File: src/shared/cas_regs.svh
// register offsets, field positions and reset values of the audio serial port
// assumes word-addressed avalon slave, registers in low byte of each word
`ifndef CAS_REGS_SVH
`define CAS_REGS_SVH
`define CAS_OFS_FORMAT 6'h1b
`define CAS_OFS_OFFSET 6'h1c
`define CAS_OFS_CTRL3 6'h1d
`define CAS_OFS_BDIV 6'h1e
`define CAS_OFS_MODE 6'h20
`define CAS_OFS_STATUS 6'h21
`define CAS_FMT_TRI_BIT 0
`define CAS_FMT_WCLK_MST_BIT 2
`define CAS_FMT_BCLK_MST_BIT 3
`define CAS_FMT_WLEN_LO 4
`define CAS_FMT_MODE_LO 6
`define CAS_CT3_INV_BIT 3
`define CAS_MODE_ADC_PWR_BIT 0
`define CAS_MODE_DAC_PWR_BIT 1
`define CAS_MODE_CONT_BIT 2
`define CAS_MODE_PULSE_BIT 3
`define CAS_RST_FORMAT 8'h00
`define CAS_RST_OFFSET 8'h00
`define CAS_RST_CTRL3 8'h00
`define CAS_RST_BDIV 8'h01
`define CAS_RST_MODE 8'h00
`define CAS_FRAME_BITS 8'h40
`endif

File: src/shared/cas_pkg.sv
// types of the audio serial port
// assumes cas_regs.svh supplies the numbers
package cas_pkg;
    typedef enum logic [1:0] {CAS_I2S = 2'h0, CAS_DSP = 2'h1, CAS_RJF = 2'h2, CAS_LJF = 2'h3} cas_fmt_t;
    typedef enum logic [2:0] {CAS_ST_IDLE = 3'h1, CAS_ST_RUN = 3'h2, CAS_ST_ACK = 3'h4} cas_bus_st_t;
    typedef struct packed {
        logic sclk;
        logic wclk;
        logic dout;
        logic sclk_oe;
        logic wclk_oe;
        logic dout_oe;
    } cas_pins_t;
    typedef struct packed {
        cas_bus_st_t bus;
        logic [7:0] fmt;
        logic [7:0] ofs;
        logic [7:0] ct3;
        logic [7:0] bdiv;
        logic [7:0] mode;
        logic [7:0] divc;
        logic [7:0] bitc;
        logic sck_int;
        logic [31:0] tx_sh;
        logic [31:0] rx_sh;
        logic [31:0] rx_word;
        logic rx_valid;
        logic tx_ready;
        logic [31:0] rdata;
        logic [1:0] s_sclk;
        logic [1:0] s_wclk;
        logic [1:0] s_din;
        logic prev_sclk;
        logic prev_wclk;
        cas_pins_t pins;
    } cas_state_t;
endpackage

File: src/logic/cas_serial_port.sv
// audio serial port: framing, clock master/slave, register slave over avalon-mm
// assumes one 125 MHz clock; slave-mode pins are asynchronous and synchronised here
// Notes on behaviour
// - supports i2s, dsp, left and right justified; tdm/pcm via dsp plus offset
// - every word shifted msb first
// - word length 16, 20, 24 or 32 from format bits 5:4
// - word clock and bit clock master or slave independently
// - word clock edge starts frame; pulse or square wave selectable
// - word clock as master runs once every 64 bit clocks, whatever the adc and dac rates
// - bit clock as master divided by twice the bit clock divider register
// - first data bit delayed by data offset register in bit clocks
// - polarity bit 3 of control three inverts the data bit clock edge
// - format bit 0 tri-states data output on bits without valid data
// - powered down as master puts data output high impedance, and both clocks too unless continuous is set
// - generated clocks run only while adc or dac is powered or continuous is set
// - continuous setting keeps generated clocks running while powered down
`timescale 1ns/1ps
`include "cas_regs.svh"
module cas_serial_port (
    input wire logic i_mclk,
    input wire logic i_reset_n,
    input wire logic [5:0] i_avs_address,
    input wire logic i_avs_read,
    input wire logic i_avs_write,
    input wire logic [31:0] i_avs_writedata,
    input wire logic [3:0] i_avs_byteenable,
    output logic [31:0] o_avs_readdata,
    output logic o_avs_waitrequest,
    input wire logic i_sclk,
    input wire logic i_wclk,
    input wire logic i_din,
    output logic o_sclk,
    output logic o_sclk_oe,
    output logic o_wclk,
    output logic o_wclk_oe,
    output logic o_dout,
    output logic o_dout_oe,
    input wire logic [31:0] i_tx_word,
    input wire logic i_tx_valid,
    output logic o_tx_ready,
    output logic [31:0] o_rx_word,
    output logic o_rx_valid
);
    cas_pkg::cas_state_t q, d;

    // register bus timing: a request is taken in idle, the register is read
    // one cycle later and waitrequest drops for one cycle after that
    // a write lands on that same answering edge, so software never sees a
    // register change before its own write has been acknowledged
    // serial side: everything runs on the system clock; as master the bit
    // clock is a divided level, as slave both clocks pass two flip-flops
    // limitation: the divider must give at least three system cycles per half
    // bit clock, or returning data misses its sampling edge
    // limitation: a slave frame longer than 256 bit clocks stops counting at
    // the top and sends nothing more until the next word clock edge
    // trade-off: one fixed 64-bit master frame keeps the counter small; the
    // divider sets the rate, software sets the word and offset inside it

    function automatic logic [5:0] cas_wlen(input logic [1:0] code);
        case (code)
            2'h0: cas_wlen = 6'h10;
            2'h1: cas_wlen = 6'h14;
            2'h2: cas_wlen = 6'h18;
            default: cas_wlen = 6'h20;
        endcase
    endfunction

    // edge of a sampled level against its copy one cycle older
    // used for both clocks so master and slave see edges the same way
    function automatic logic cas_edge(
        input logic now_lvl,
        input logic old_lvl,
        input logic rising
    );
        if (rising)
            cas_edge = now_lvl & ~old_lvl;
        else
            cas_edge = ~now_lvl & old_lvl;
    endfunction

    // bit position of the first data bit in a frame
    // right justified ends the word on the last bit of the first half frame
    function automatic logic [7:0] cas_start_pos(
        input cas_pkg::cas_fmt_t mode_sel,
        input logic [7:0] ofs,
        input logic [5:0] len
    );
        case (mode_sel)
            cas_pkg::CAS_I2S:
                cas_start_pos = ofs + 8'h1;
            cas_pkg::CAS_RJF:
                cas_start_pos = ofs + (`CAS_FRAME_BITS >> 1) - {2'h0, len};
            default:
                cas_start_pos = ofs;
        endcase
    endfunction

    // true while a bit position lies inside the data word
    // shared by send and receive so both agree on the window
    function automatic logic cas_in_word(
        input logic [7:0] pos,
        input logic [7:0] first,
        input logic [5:0] len
    );
        logic [7:0] rel_pos;
        rel_pos = pos - first;
        cas_in_word = (pos >= first) && (rel_pos < {2'h0, len});
    endfunction

    // register read decode; unmapped offsets read zero
    function automatic logic [31:0] cas_rd_value(
        input logic [5:0] addr,
        input cas_pkg::cas_state_t s
    );
        case (addr)
            `CAS_OFS_FORMAT:
                cas_rd_value = {24'h0, s.fmt};
            `CAS_OFS_OFFSET:
                cas_rd_value = {24'h0, s.ofs};
            `CAS_OFS_CTRL3:
                cas_rd_value = {24'h0, s.ct3};
            `CAS_OFS_BDIV:
                cas_rd_value = {24'h0, s.bdiv};
            `CAS_OFS_MODE:
                cas_rd_value = {24'h0, s.mode};
            `CAS_OFS_STATUS:
                cas_rd_value = {24'h0, s.bitc};
            default:
                cas_rd_value = 32'h0;
        endcase
    endfunction

    // mask that keeps the low len bits; a full 32-bit word keeps all
    function automatic logic [31:0] cas_wmask(input logic [5:0] len);
        if (len == 6'h20)
            cas_wmask = 32'hffffffff;
        else
            cas_wmask = (32'h1 << len) - 32'h1;
    endfunction

    logic bclk_mst, wclk_mst, powered, clk_run, inv;
    logic sck, wck, rise, fall, shift_edge, samp_edge, frame_start, wck_edge;
    logic [5:0] wlen;
    logic [7:0] start, rel;
    cas_pkg::cas_fmt_t fmt;
    logic [7:0] half_frame;
    logic in_word, tx_in;

    always_comb
    begin
        d = q;
        bclk_mst = q.fmt[`CAS_FMT_BCLK_MST_BIT];
        wclk_mst = q.fmt[`CAS_FMT_WCLK_MST_BIT];
        fmt = cas_pkg::cas_fmt_t'(q.fmt[`CAS_FMT_MODE_LO +: 2]);
        wlen = cas_wlen(q.fmt[`CAS_FMT_WLEN_LO +: 2]);
        inv = q.ct3[`CAS_CT3_INV_BIT];
        powered = q.mode[`CAS_MODE_ADC_PWR_BIT] | q.mode[`CAS_MODE_DAC_PWR_BIT];
        clk_run = powered | q.mode[`CAS_MODE_CONT_BIT];
        half_frame = `CAS_FRAME_BITS >> 1;
        // bus slave: two wait cycles, answer on the second edge
        d.bus = q.bus;
        case (q.bus)
            cas_pkg::CAS_ST_IDLE:
            begin
                if (i_avs_read || i_avs_write)
                    d.bus = cas_pkg::CAS_ST_RUN;
            end
            cas_pkg::CAS_ST_RUN:
            begin
                d.bus = cas_pkg::CAS_ST_ACK;
                d.rdata = cas_rd_value(i_avs_address, q);
            end
            cas_pkg::CAS_ST_ACK:
            begin
                // write lands on the edge at which the master sees waitrequest low
                d.bus = cas_pkg::CAS_ST_IDLE;
                if (i_avs_write && i_avs_byteenable[0])
                begin
                    case (i_avs_address)
                        `CAS_OFS_FORMAT: d.fmt = i_avs_writedata[7:0];
                        `CAS_OFS_OFFSET: d.ofs = i_avs_writedata[7:0];
                        `CAS_OFS_CTRL3: d.ct3 = i_avs_writedata[7:0];
                        `CAS_OFS_BDIV: d.bdiv = i_avs_writedata[7:0];
                        `CAS_OFS_MODE: d.mode = i_avs_writedata[7:0];
                        default: d.mode = q.mode;
                    endcase
                end
            end
            default: d.bus = cas_pkg::CAS_ST_IDLE;
        endcase

        // synchronisers; stage 0 is read only by stage 1
        d.s_sclk = {q.s_sclk[0], i_sclk};
        d.s_wclk = {q.s_wclk[0], i_wclk};
        d.s_din = {q.s_din[0], i_din};

        // master bit clock from divider; divider 0 treated as 256
        // count reloads on each toggle, so a new divider value takes
        // effect at the next half period without a glitch
        d.sck_int = q.sck_int;
        d.divc = q.divc;
        if (bclk_mst && clk_run)
        begin
            if (q.divc == 8'h0)
            begin
                d.divc = q.bdiv - 8'h1;
                d.sck_int = ~q.sck_int;
            end
            else
                d.divc = q.divc - 8'h1;
        end
        else
        begin
            d.divc = 8'h0;
            d.sck_int = 1'b0;
        end
        sck = bclk_mst ? q.sck_int : q.s_sclk[1];
        d.prev_sclk = sck;
        rise = cas_edge(sck, q.prev_sclk, 1'b1);
        fall = cas_edge(sck, q.prev_sclk, 1'b0);
        shift_edge = inv ? rise : fall;
        samp_edge = inv ? fall : rise;

        // frame position: master counts, slave follows word clock edges
        wck = wclk_mst ? q.pins.wclk : q.s_wclk[1];
        d.prev_wclk = wck;
        // dsp mode frames on rising edge; others on falling (left channel low)
        if (fmt == cas_pkg::CAS_DSP)
            wck_edge = cas_edge(wck, q.prev_wclk, 1'b1);
        else
            wck_edge = cas_edge(wck, q.prev_wclk, 1'b0);
        d.bitc = q.bitc;
        frame_start = 1'b0;
        if (shift_edge)
        begin
            if (wclk_mst)
            begin
                // one frame of fixed bit clocks per word clock period
                d.bitc = (q.bitc == `CAS_FRAME_BITS - 8'h1) ? 8'h0 : q.bitc + 8'h1;
                frame_start = (q.bitc == `CAS_FRAME_BITS - 8'h1);
            end
            else if (wck_edge)
            begin
                d.bitc = 8'h0;
                frame_start = 1'b1;
            end
            else if (q.bitc != 8'hff)
                // a missing word clock edge must not wrap into a false frame
                d.bitc = q.bitc + 8'h1;
        end

        // word start position per format
        start = cas_start_pos(fmt, q.ofs, wlen);
        rel = q.bitc - start;
        in_word = cas_in_word(q.bitc, start, wlen);

        // master word clock output: pulse or square wave
        // pulse marks only the first bit clock of the frame
        d.pins.wclk = q.pins.wclk;
        if (wclk_mst && clk_run && shift_edge)
        begin
            if (q.mode[`CAS_MODE_PULSE_BIT] || fmt == cas_pkg::CAS_DSP)
                d.pins.wclk = (d.bitc == 8'h0);
            else
                d.pins.wclk = (d.bitc >= half_frame);
        end
        else if (!(wclk_mst && clk_run))
            d.pins.wclk = 1'b0;

        // transmit and receive shifts, msb first
        d.tx_ready = 1'b0;
        d.rx_valid = 1'b0;
        tx_in = 1'b0;
        if (shift_edge)
        begin
            // the bit put out now is sampled at the position the counter moves to
            tx_in = cas_in_word(d.bitc, start, wlen);
            if (frame_start)
            begin
                d.tx_sh = i_tx_valid ? (i_tx_word << (6'h20 - wlen)) : 32'h0;
                d.tx_ready = 1'b1;
            end
            else if (tx_in && d.bitc != start)
                d.tx_sh = {q.tx_sh[30:0], 1'b0};
            d.pins.dout = d.tx_sh[31];
            d.pins.dout_oe = powered & (tx_in | ~q.fmt[`CAS_FMT_TRI_BIT]);
        end
        // receive samples on the opposite edge, half a bit clock after launch,
        // which leaves room for the two synchroniser stages
        if (samp_edge && in_word)
        begin
            d.rx_sh = {q.rx_sh[30:0], q.s_din[1]};
            if (rel == {2'h0, wlen} - 8'h1)
            begin
                d.rx_word = {q.rx_sh[30:0], q.s_din[1]} & cas_wmask(wlen);
                d.rx_valid = 1'b1;
            end
        end
        // let the data pin go while powered down so another codec can own the bus
        if (!powered)
            d.pins.dout_oe = 1'b0;
        d.pins.sclk = q.sck_int;
        d.pins.sclk_oe = bclk_mst & clk_run;
        d.pins.wclk_oe = wclk_mst & clk_run;
    end

    // reset clears the whole state, then the registers get their defaults
    always_ff @(posedge i_mclk or negedge i_reset_n)
    begin
        if (!i_reset_n)
        begin
            q <= '0;
            q.bus <= cas_pkg::CAS_ST_IDLE;
            q.fmt <= `CAS_RST_FORMAT;
            q.ofs <= `CAS_RST_OFFSET;
            q.ct3 <= `CAS_RST_CTRL3;
            q.bdiv <= `CAS_RST_BDIV;
            q.mode <= `CAS_RST_MODE;
        end
        else
            q <= d;
    end

    // outputs are plain copies of flip-flops, except waitrequest, decoded from the bus state
    always_comb
    begin
        o_avs_readdata = q.rdata;
        o_avs_waitrequest = (q.bus != cas_pkg::CAS_ST_ACK);
        o_sclk = q.pins.sclk;
        o_sclk_oe = q.pins.sclk_oe;
        o_wclk = q.pins.wclk;
        o_wclk_oe = q.pins.wclk_oe;
        o_dout = q.pins.dout;
        o_dout_oe = q.pins.dout_oe;
        o_tx_ready = q.tx_ready;
        o_rx_word = q.rx_word;
        o_rx_valid = q.rx_valid;
    end
endmodule

File: config.mk
export PLATFORM = sky130hd
export DESIGN_NAME = cas_serial_port
export DESIGN_NICKNAME = d
export VERILOG_FILES = /design/src/shared/cas_pkg.sv /design/src/logic/cas_serial_port.sv
export VERILOG_INCLUDE_DIRS = /design/src /design/src/shared
export SDC_FILE = /design/constraint.sdc
export NUM_CORES = 1
export LEC_CHECK = 0
export BUFFER_PORTS_ARGS = -buffer_cell sky130_fd_sc_hd__buf_4
export CORE_MARGIN = 2
export CORE_UTILIZATION = 25
export DETAILED_ROUTE_END_ITERATION = 10
export HOLD_SLACK_MARGIN = 0.08
export PLACE_DENSITY_LB_ADDON = 0.08
export SETUP_SLACK_MARGIN = 0.02
export SYNTH_ARGS = -nofsm -noshare
export SYNTH_HDL_FRONTEND = slang
export SYNTH_SLANG_ARGS = --single-unit
File: constraint.sdc
create_clock -name i_mclk -period 13.4 [get_ports i_mclk]
set_input_delay 0.67 -clock i_mclk [delete_from_list [all_inputs] [get_ports i_mclk]]
set_output_delay 0.67 -clock i_mclk [all_outputs]
set_load 0.01 [all_outputs]
==> impl_metrics.toml, run 1 <==
[worst_setup_path]
setup.worst_path.start_class = "register"
cp.required_ns = 13.75
r2r_start = "q[198]"
regToRegEndpoint = "q[116]"
crit_arrival_ns = 6.28
crit_end = "q[116]"
r2r_slack_ns = 7.47
reg2reg_depth = 20
cp_max_fo = 40
startpoint = "q[198]"
worst_setup_path_end_kind = "register"
criticalPathCategory = "reg -> reg"

[cts]
cts_setup_buffers = 0
cts-resized-gates = 0
cts_root_buf = "clkbuf_16"
cts_tree = "yes"
clkSlewWorstSetupHoldPaths_ns = 0.07
clockBufferDepth = 2
cts_buffers = 17
hold_buffers = 0
clkLatencyLatePin_ns = 0.48
clkSinkCount = 178
cts.htree.levels = 4

[floorplanning]
die_h_microns = 212.1
core_sq_um = 42890
io_pins = 155
start_util_pct = 25.25
die_w_microns = 212.1
dieArea_sq_um = 45000
num_rows = 76

[hold_path]
hp-class = "in -> async"

[logic_synthesis]
synthTopCellsByCount = "176 x dfrtp_1, 98 x mux2_2, 77 x nand2_1, 69 x buf_4, 66 x nor2_1"
synth-edff-count = 0
synthArstFlopShare_pct = 100.0
ys_warn_count = 0
synth.avg_cell_area_sq_um = 10.51
yosysTopAreaCell = "dfrtp_1"
syn_area_sq_um = 10830
synthFlopType = "dfrtp_1"
synth_top_area_share_pct = 40.67
synth_seq_area_share_pct = 41.16
synth.most_common_cell = "dfrtp_1"
synth_area_leaders = "dfrtp_1 41%, mux2_2 10%, mux2i_1 5.0%, buf_4 4.8%, ha_1 4.5%"
ys_types = 78
ys_ff_latch = 178
syn_inst = 1030

[grt]
busiest_layer = "met2"
grt_start_max_net_pins = 78
met2_usage_pct = 20.99
antenna_found_initial = 0
grt_usage_pct = 13.45
grt_overflow = 0
grt_pass1_wl_microns = 45510
met1_usage_pct = 18.04
grtUsageMet3_pct = 3.191
grt_pass1_vias = 7742

[pwr]
power_density_nw_per_um2 = 125.9
ir_drop_mv = 0.07662
leakage_nw = 5.755

[sta]
whs_ns = 0.1805
finalHoldViolCount = 0
max_slew.worst_pin.slew_ns = 1.245
setup_viol = 0
min_period_over_period_pct = 44.25
slew_headroom_pct = 16.33
fmax_ghz = 0.1686
tns_ns = 0
finalClockSkew_ns = 0.01070
rsz0062_at_grt = "no"
report.final.slew_viol_count = 0
period_needed_ns = 5.930

[route]
wl_microns = 29200
drc_errors = 0
via_per_inst = 4.653
wl_per_cell_microns = 17.52
ant_nets = 0
drtIter0Drc = 431
drt-pass1-iter-count = 5
via_count = 7756

[finish]
num_antenna_cells = 0
syn_to_final_growth_pct = 14.00
drive_above_1_share_pct = 26.71
nNetsFinal = 1191

[placed_design]
place.gp.congestion = 0.7789
hpwl_microns = 21230
port_buffers = 103

[job]
max-cap-violations = 0

[status]
outcome = "complete, no violations"
## through the flow
step                      total power, mW  cells  util, %  setup WS, ns  area, sq um
after global placement              1.085   1635    27.53         7.404        11810
after floorplan                    0.9603   1053        -         8.927        10920
after global routing                1.664   1667    28.79         7.034        12350
after CTS                           1.587   1667    28.79         7.430        12350
final                               1.554   1667    28.79         7.470        12350
after detailed placement            1.084   1635    27.53         7.449        11810
## area by class of cell
| cell class | instances | area [sq um] |
|---|---|---|
| Clock inverter | 10 | 76.32 |
| Multi-Input combinational cell | 731 | 5657 |
| Timing Repair Buffer | 113 | 854.6 |
| Clock buffer | 22 | 464.2 |
| Sequential cell | 178 | 4457 |
| Inverter | 28 | 105.1 |
| Fill cell | 4504 | 30540 |
| Tap cell | 585 | 732.0 |
## critical path, cell delays in order (launching register included)
cell       delay, ns
dfrtp_1         0.46
inv_1           0.19
ha_2            0.20
buf_4           0.44
inv_1           0.23
ha_1            0.36
ha_1            0.32
o21bai_1        0.07
a21oi_1         0.26
xnor2_1         0.10
mux2_2          0.31
ha_1            0.43
o2111ai_1       0.21
nand2_1         0.12
nor2_1          0.05
ha_1            0.27
o21a_1          0.10
a21oi_1         0.27
o211ai_1        0.24
o21ai_2         0.73
mux2_2          0.41
## cell families (layout without fill, tap and decap cells)
group	count (synthesis)	count (layout)	synth area share, %
flip-flops	178	178	41.16
AO/OA/AOI/OAI	193	193	11.99
XOR/XNOR	32	32	2.785
other	1	24	0.03463
adder cells (fa/ha/maj)	40	40	4.691
multiplexers	180	180	19.76
buffers and inverters	144	173	7.603
AND/OR/NAND/NOR	262	262	11.98
## how the worst min path moves through the flow
| stage | end | cells after the start | slack (ns) |
|---|---|---|---|
| after floorplan | q[11] | 0 | 0.33 |
| after global placement | q[13] | 0 | 0.34 |
| after detailed placement | q[13] | 0 | 0.34 |
| after CTS | o_rx_word[30] | 1 | 0.22 |
| after global routing | o_rx_word[30] | 1 | 0.23 |
| final | o_rx_word[30] | 1 | 0.18 |
## layout by cell type (no fill, tap or decap), types with 11 or more instances in the layout
cell type,instances
a31oi_1,13
xnor2_1,19
dfrtp_1,176
clkbuf_16,17
nand2_1,76
nor2_1,66
mux2_2,98
conb_1,24
nand3_1,27
o21ai_0,37
nand2b_1,15
nor3_1,13
a21oi_1,39
inv_1,28
nor2b_1,14
mux2i_1,54
ha_1,38
o22ai_1,13
a22oi_1,30
xor2_1,11
mux2_4,18
buf_4,112
## state kept, by name, indices dropped and copies added, names as in the netlist, 2 cells and up
register        cells
q                 123
o_rx_word          32
o_avs_readdata      8
d                   4
fmt                 2
## power breakdown
| part | internal, mW | switching [mW] |
|---|---|---|
| registers | 0.568 | 0.0389 |
| clock network | 0.249 | 0.234 |
| logic | 0.202 | 0.262 |
## routing by layer
layer / wire length [microns] / up-vias
met4: 508 / 0
met1: 14120 / 3884
met5: 0 / -
li1: - / 3730
met3: 1055 / 27
met2: 13510 / 115
No activity file was read; power rests on OpenSTA's default activity.
==> run 2, diff against run 1 <==
==> constraint.sdc (replaced) <==
create_clock -name i_mclk -period 5 [get_ports i_mclk]
set_input_delay 0.25 -clock i_mclk [delete_from_list [all_inputs] [get_ports i_mclk]]
set_output_delay 0.25 -clock i_mclk [all_outputs]
set_load 0.01 [all_outputs]
==> run 2 against run 1 <==
  * Maximum frequency is 30% higher
  * Largest cell class unchanged
  * Via count grew 1.4%
  * Highest routed layer unchanged
  * Cell area rose by 5.1%
  * Largest power group unchanged
  * Core utilization up 1.5 points
==> impl_metrics.toml, run 2 (synthesized netlist as in run 1, its figures left out) <==
[pwr]
power_density_nw_per_um2 = 343.9
leakage_nw = 6.082
ir_drop_mv = 0.2255
power_mw = 4.464

[grt]
grt_start_max_net_pins = 87
antenna_found_initial = 0
grt_usage_pct = 13.85
grt_pass1_wl_microns = 46590
grt_overflow = 0
grt_pass1_vias = 7884

[hold_path]
hp-class = "in -> reg"

[placed_design]
preCtsSetupSlack_ns = 0.1121
port_buffers = 103
placed_area_sq_um = 12140
place.gp.congestion = 0.7710
hpwl_microns = 21910

[finish]
largest_reg_flops = 123
num_antenna_cells = 0
drive_above_1_share_pct = 29.59
n_fill_cell = 4465
layout_commonest_cell = "dfrtp_1"
utilization_pct = 30.27
stdcell_area_sq_um = 12980
syn_to_final_growth_pct = 19.86
nNetsFinal = 1248
regMostFlops = "q"
final_cell_mix = "176 x dfrtp_1, 150 x buf_4, 98 x mux2_2"

[cts]
clkLatencyLatePin_ns = 0.49
cts_tree = "yes"
clkSinkCount = 178
cts_root_buf = "clkbuf_16"
clockBufferDepth = 2
cts_buffers = 17
cts.htree.levels = 4
clkSlewWorstSetupHoldPaths_ns = 0.08

[floorplanning]
num_rows = 76
die_h_microns = 212.1
io_pins = 155
core_sq_um = 42890
dieArea_sq_um = 45000
die_w_microns = 212.1
start_util_pct = 25.25

[sta]
min_period_over_period_pct = 91.27
slew_headroom_pct = 29.70
tns_ns = 0
setup_viol = 0
period_needed_ns = 4.563
finalClockSkew_ns = 0.01688
finalHoldViolCount = 0
rsz0062_at_grt = "no"
report.final.slew_viol_count = 0
setup_ws_ns = 0.4367
fmax_ghz = 0.2191
max_slew.worst_pin.slew_ns = 1.050

[worst_setup_path]
slowest_delay_ns = 0.44
path_common_cell = "ha_1"
criticalPathCategory = "reg -> reg"
cp.required_ns = 5.35
crit_chain = "ha_2, inv_1, ha_1, ha_1, o21bai_1, a21oi_1, xnor2_1, mux2_2, ha_1, o2111ai_1, nand2_1, nor2_1, ha_1, o21a_1, a21oi_1, o211ai_1, buf_4, or2_2, buf_12, mux2i_1"
slowest_stage = "dfrtp_1"
cp_max_fo = 12
critPathBufInv = 3
setup.worst_path.start_class = "register"
worst_setup_path_end_kind = "register"
crit_arrival_ns = 4.92
crit_family = "adder cells"

[route]
via_count = 7868
drtIter0Drc = 456
wl_microns = 29810
drc_errors = 0
drt-pass1-iter-count = 5
via_per_inst = 4.564
wl_per_cell_microns = 17.29
ant_nets = 0

[job]
max-cap-violations = 0

[status]
outcome = "complete, no violations"
-- run 2: area by class of cell --
class                      instances  area, sq um  area share (%)
clock buffer                      17        425.4           3.277
clock inverter                    15        200.2           1.542
tap                              585        732.0           5.639
timing repair buffer             170         1370           10.56
sequential                       178         4457           34.34
multi-input combinational        731         5690           43.84
inverter                          28        105.1          0.8097
-- run 2: worst paths after layout --
check,from,end,slack (ns),cells past startpoint
min in group asynchronous,i_reset_n,o_rx_word[31],0.33,2
min,i_avs_address[5],o_avs_readdata[7],0.14,4
max,q[197],q[140],0.44,20
min reg2reg,d[13],q[13],0.35,0
max reg2reg,q[197],q[140],0.44,20
max in group asynchronous,i_reset_n,q[7],3.48,3
-- run 2: repair_timing --
| action | CTS | global route |
|---|---|---|
| gates resized for setup | 0 | 6 |
| endpoints found under the setup margin | 0 | 86 |
| hold endpoints to repair | 128 | 0 |
| setup buffers | 0 | 2 |
| hold buffers | 15 | 0 |
-- run 2: tightest hold or removal path, delay by kind of cell --
family / cells / cell delay, ns
buffers and inverters: 1 / 0.09
and+or+nand+nor: 2 / 0.18
AOI/OAI and AO/OA: 1 / 0.07
-- run 2: routing by layer --
layer | up-vias | share of wire [%] | global-route usage, %
met5 | - | 0 | 0
met4 | 0 | 1.4 | 4.735
met3 | 16 | 2.9 | 3.131
met2 | 120 | 47 | 21.87
met1 | 3893 | 49 | 18.63
li1 | 3839 | - | -
-- run 2: through the flow --
step,hold slack (ns),std cells
finish,0.1407,1724
global route,0.1434,1724
CTS,0.09844,1722
detailed placement,0.3370,1675
global placement,0.3347,1675
floorplan,-0.04559,1053
-- run 2: power by group --
part | switching, mW | total [mW] | internal (mW)
logic | 0.767 | 1.41 | 0.646
registers | 0.0654 | 1.59 | 1.52
clock network | 0.661 | 1.46 | 0.800
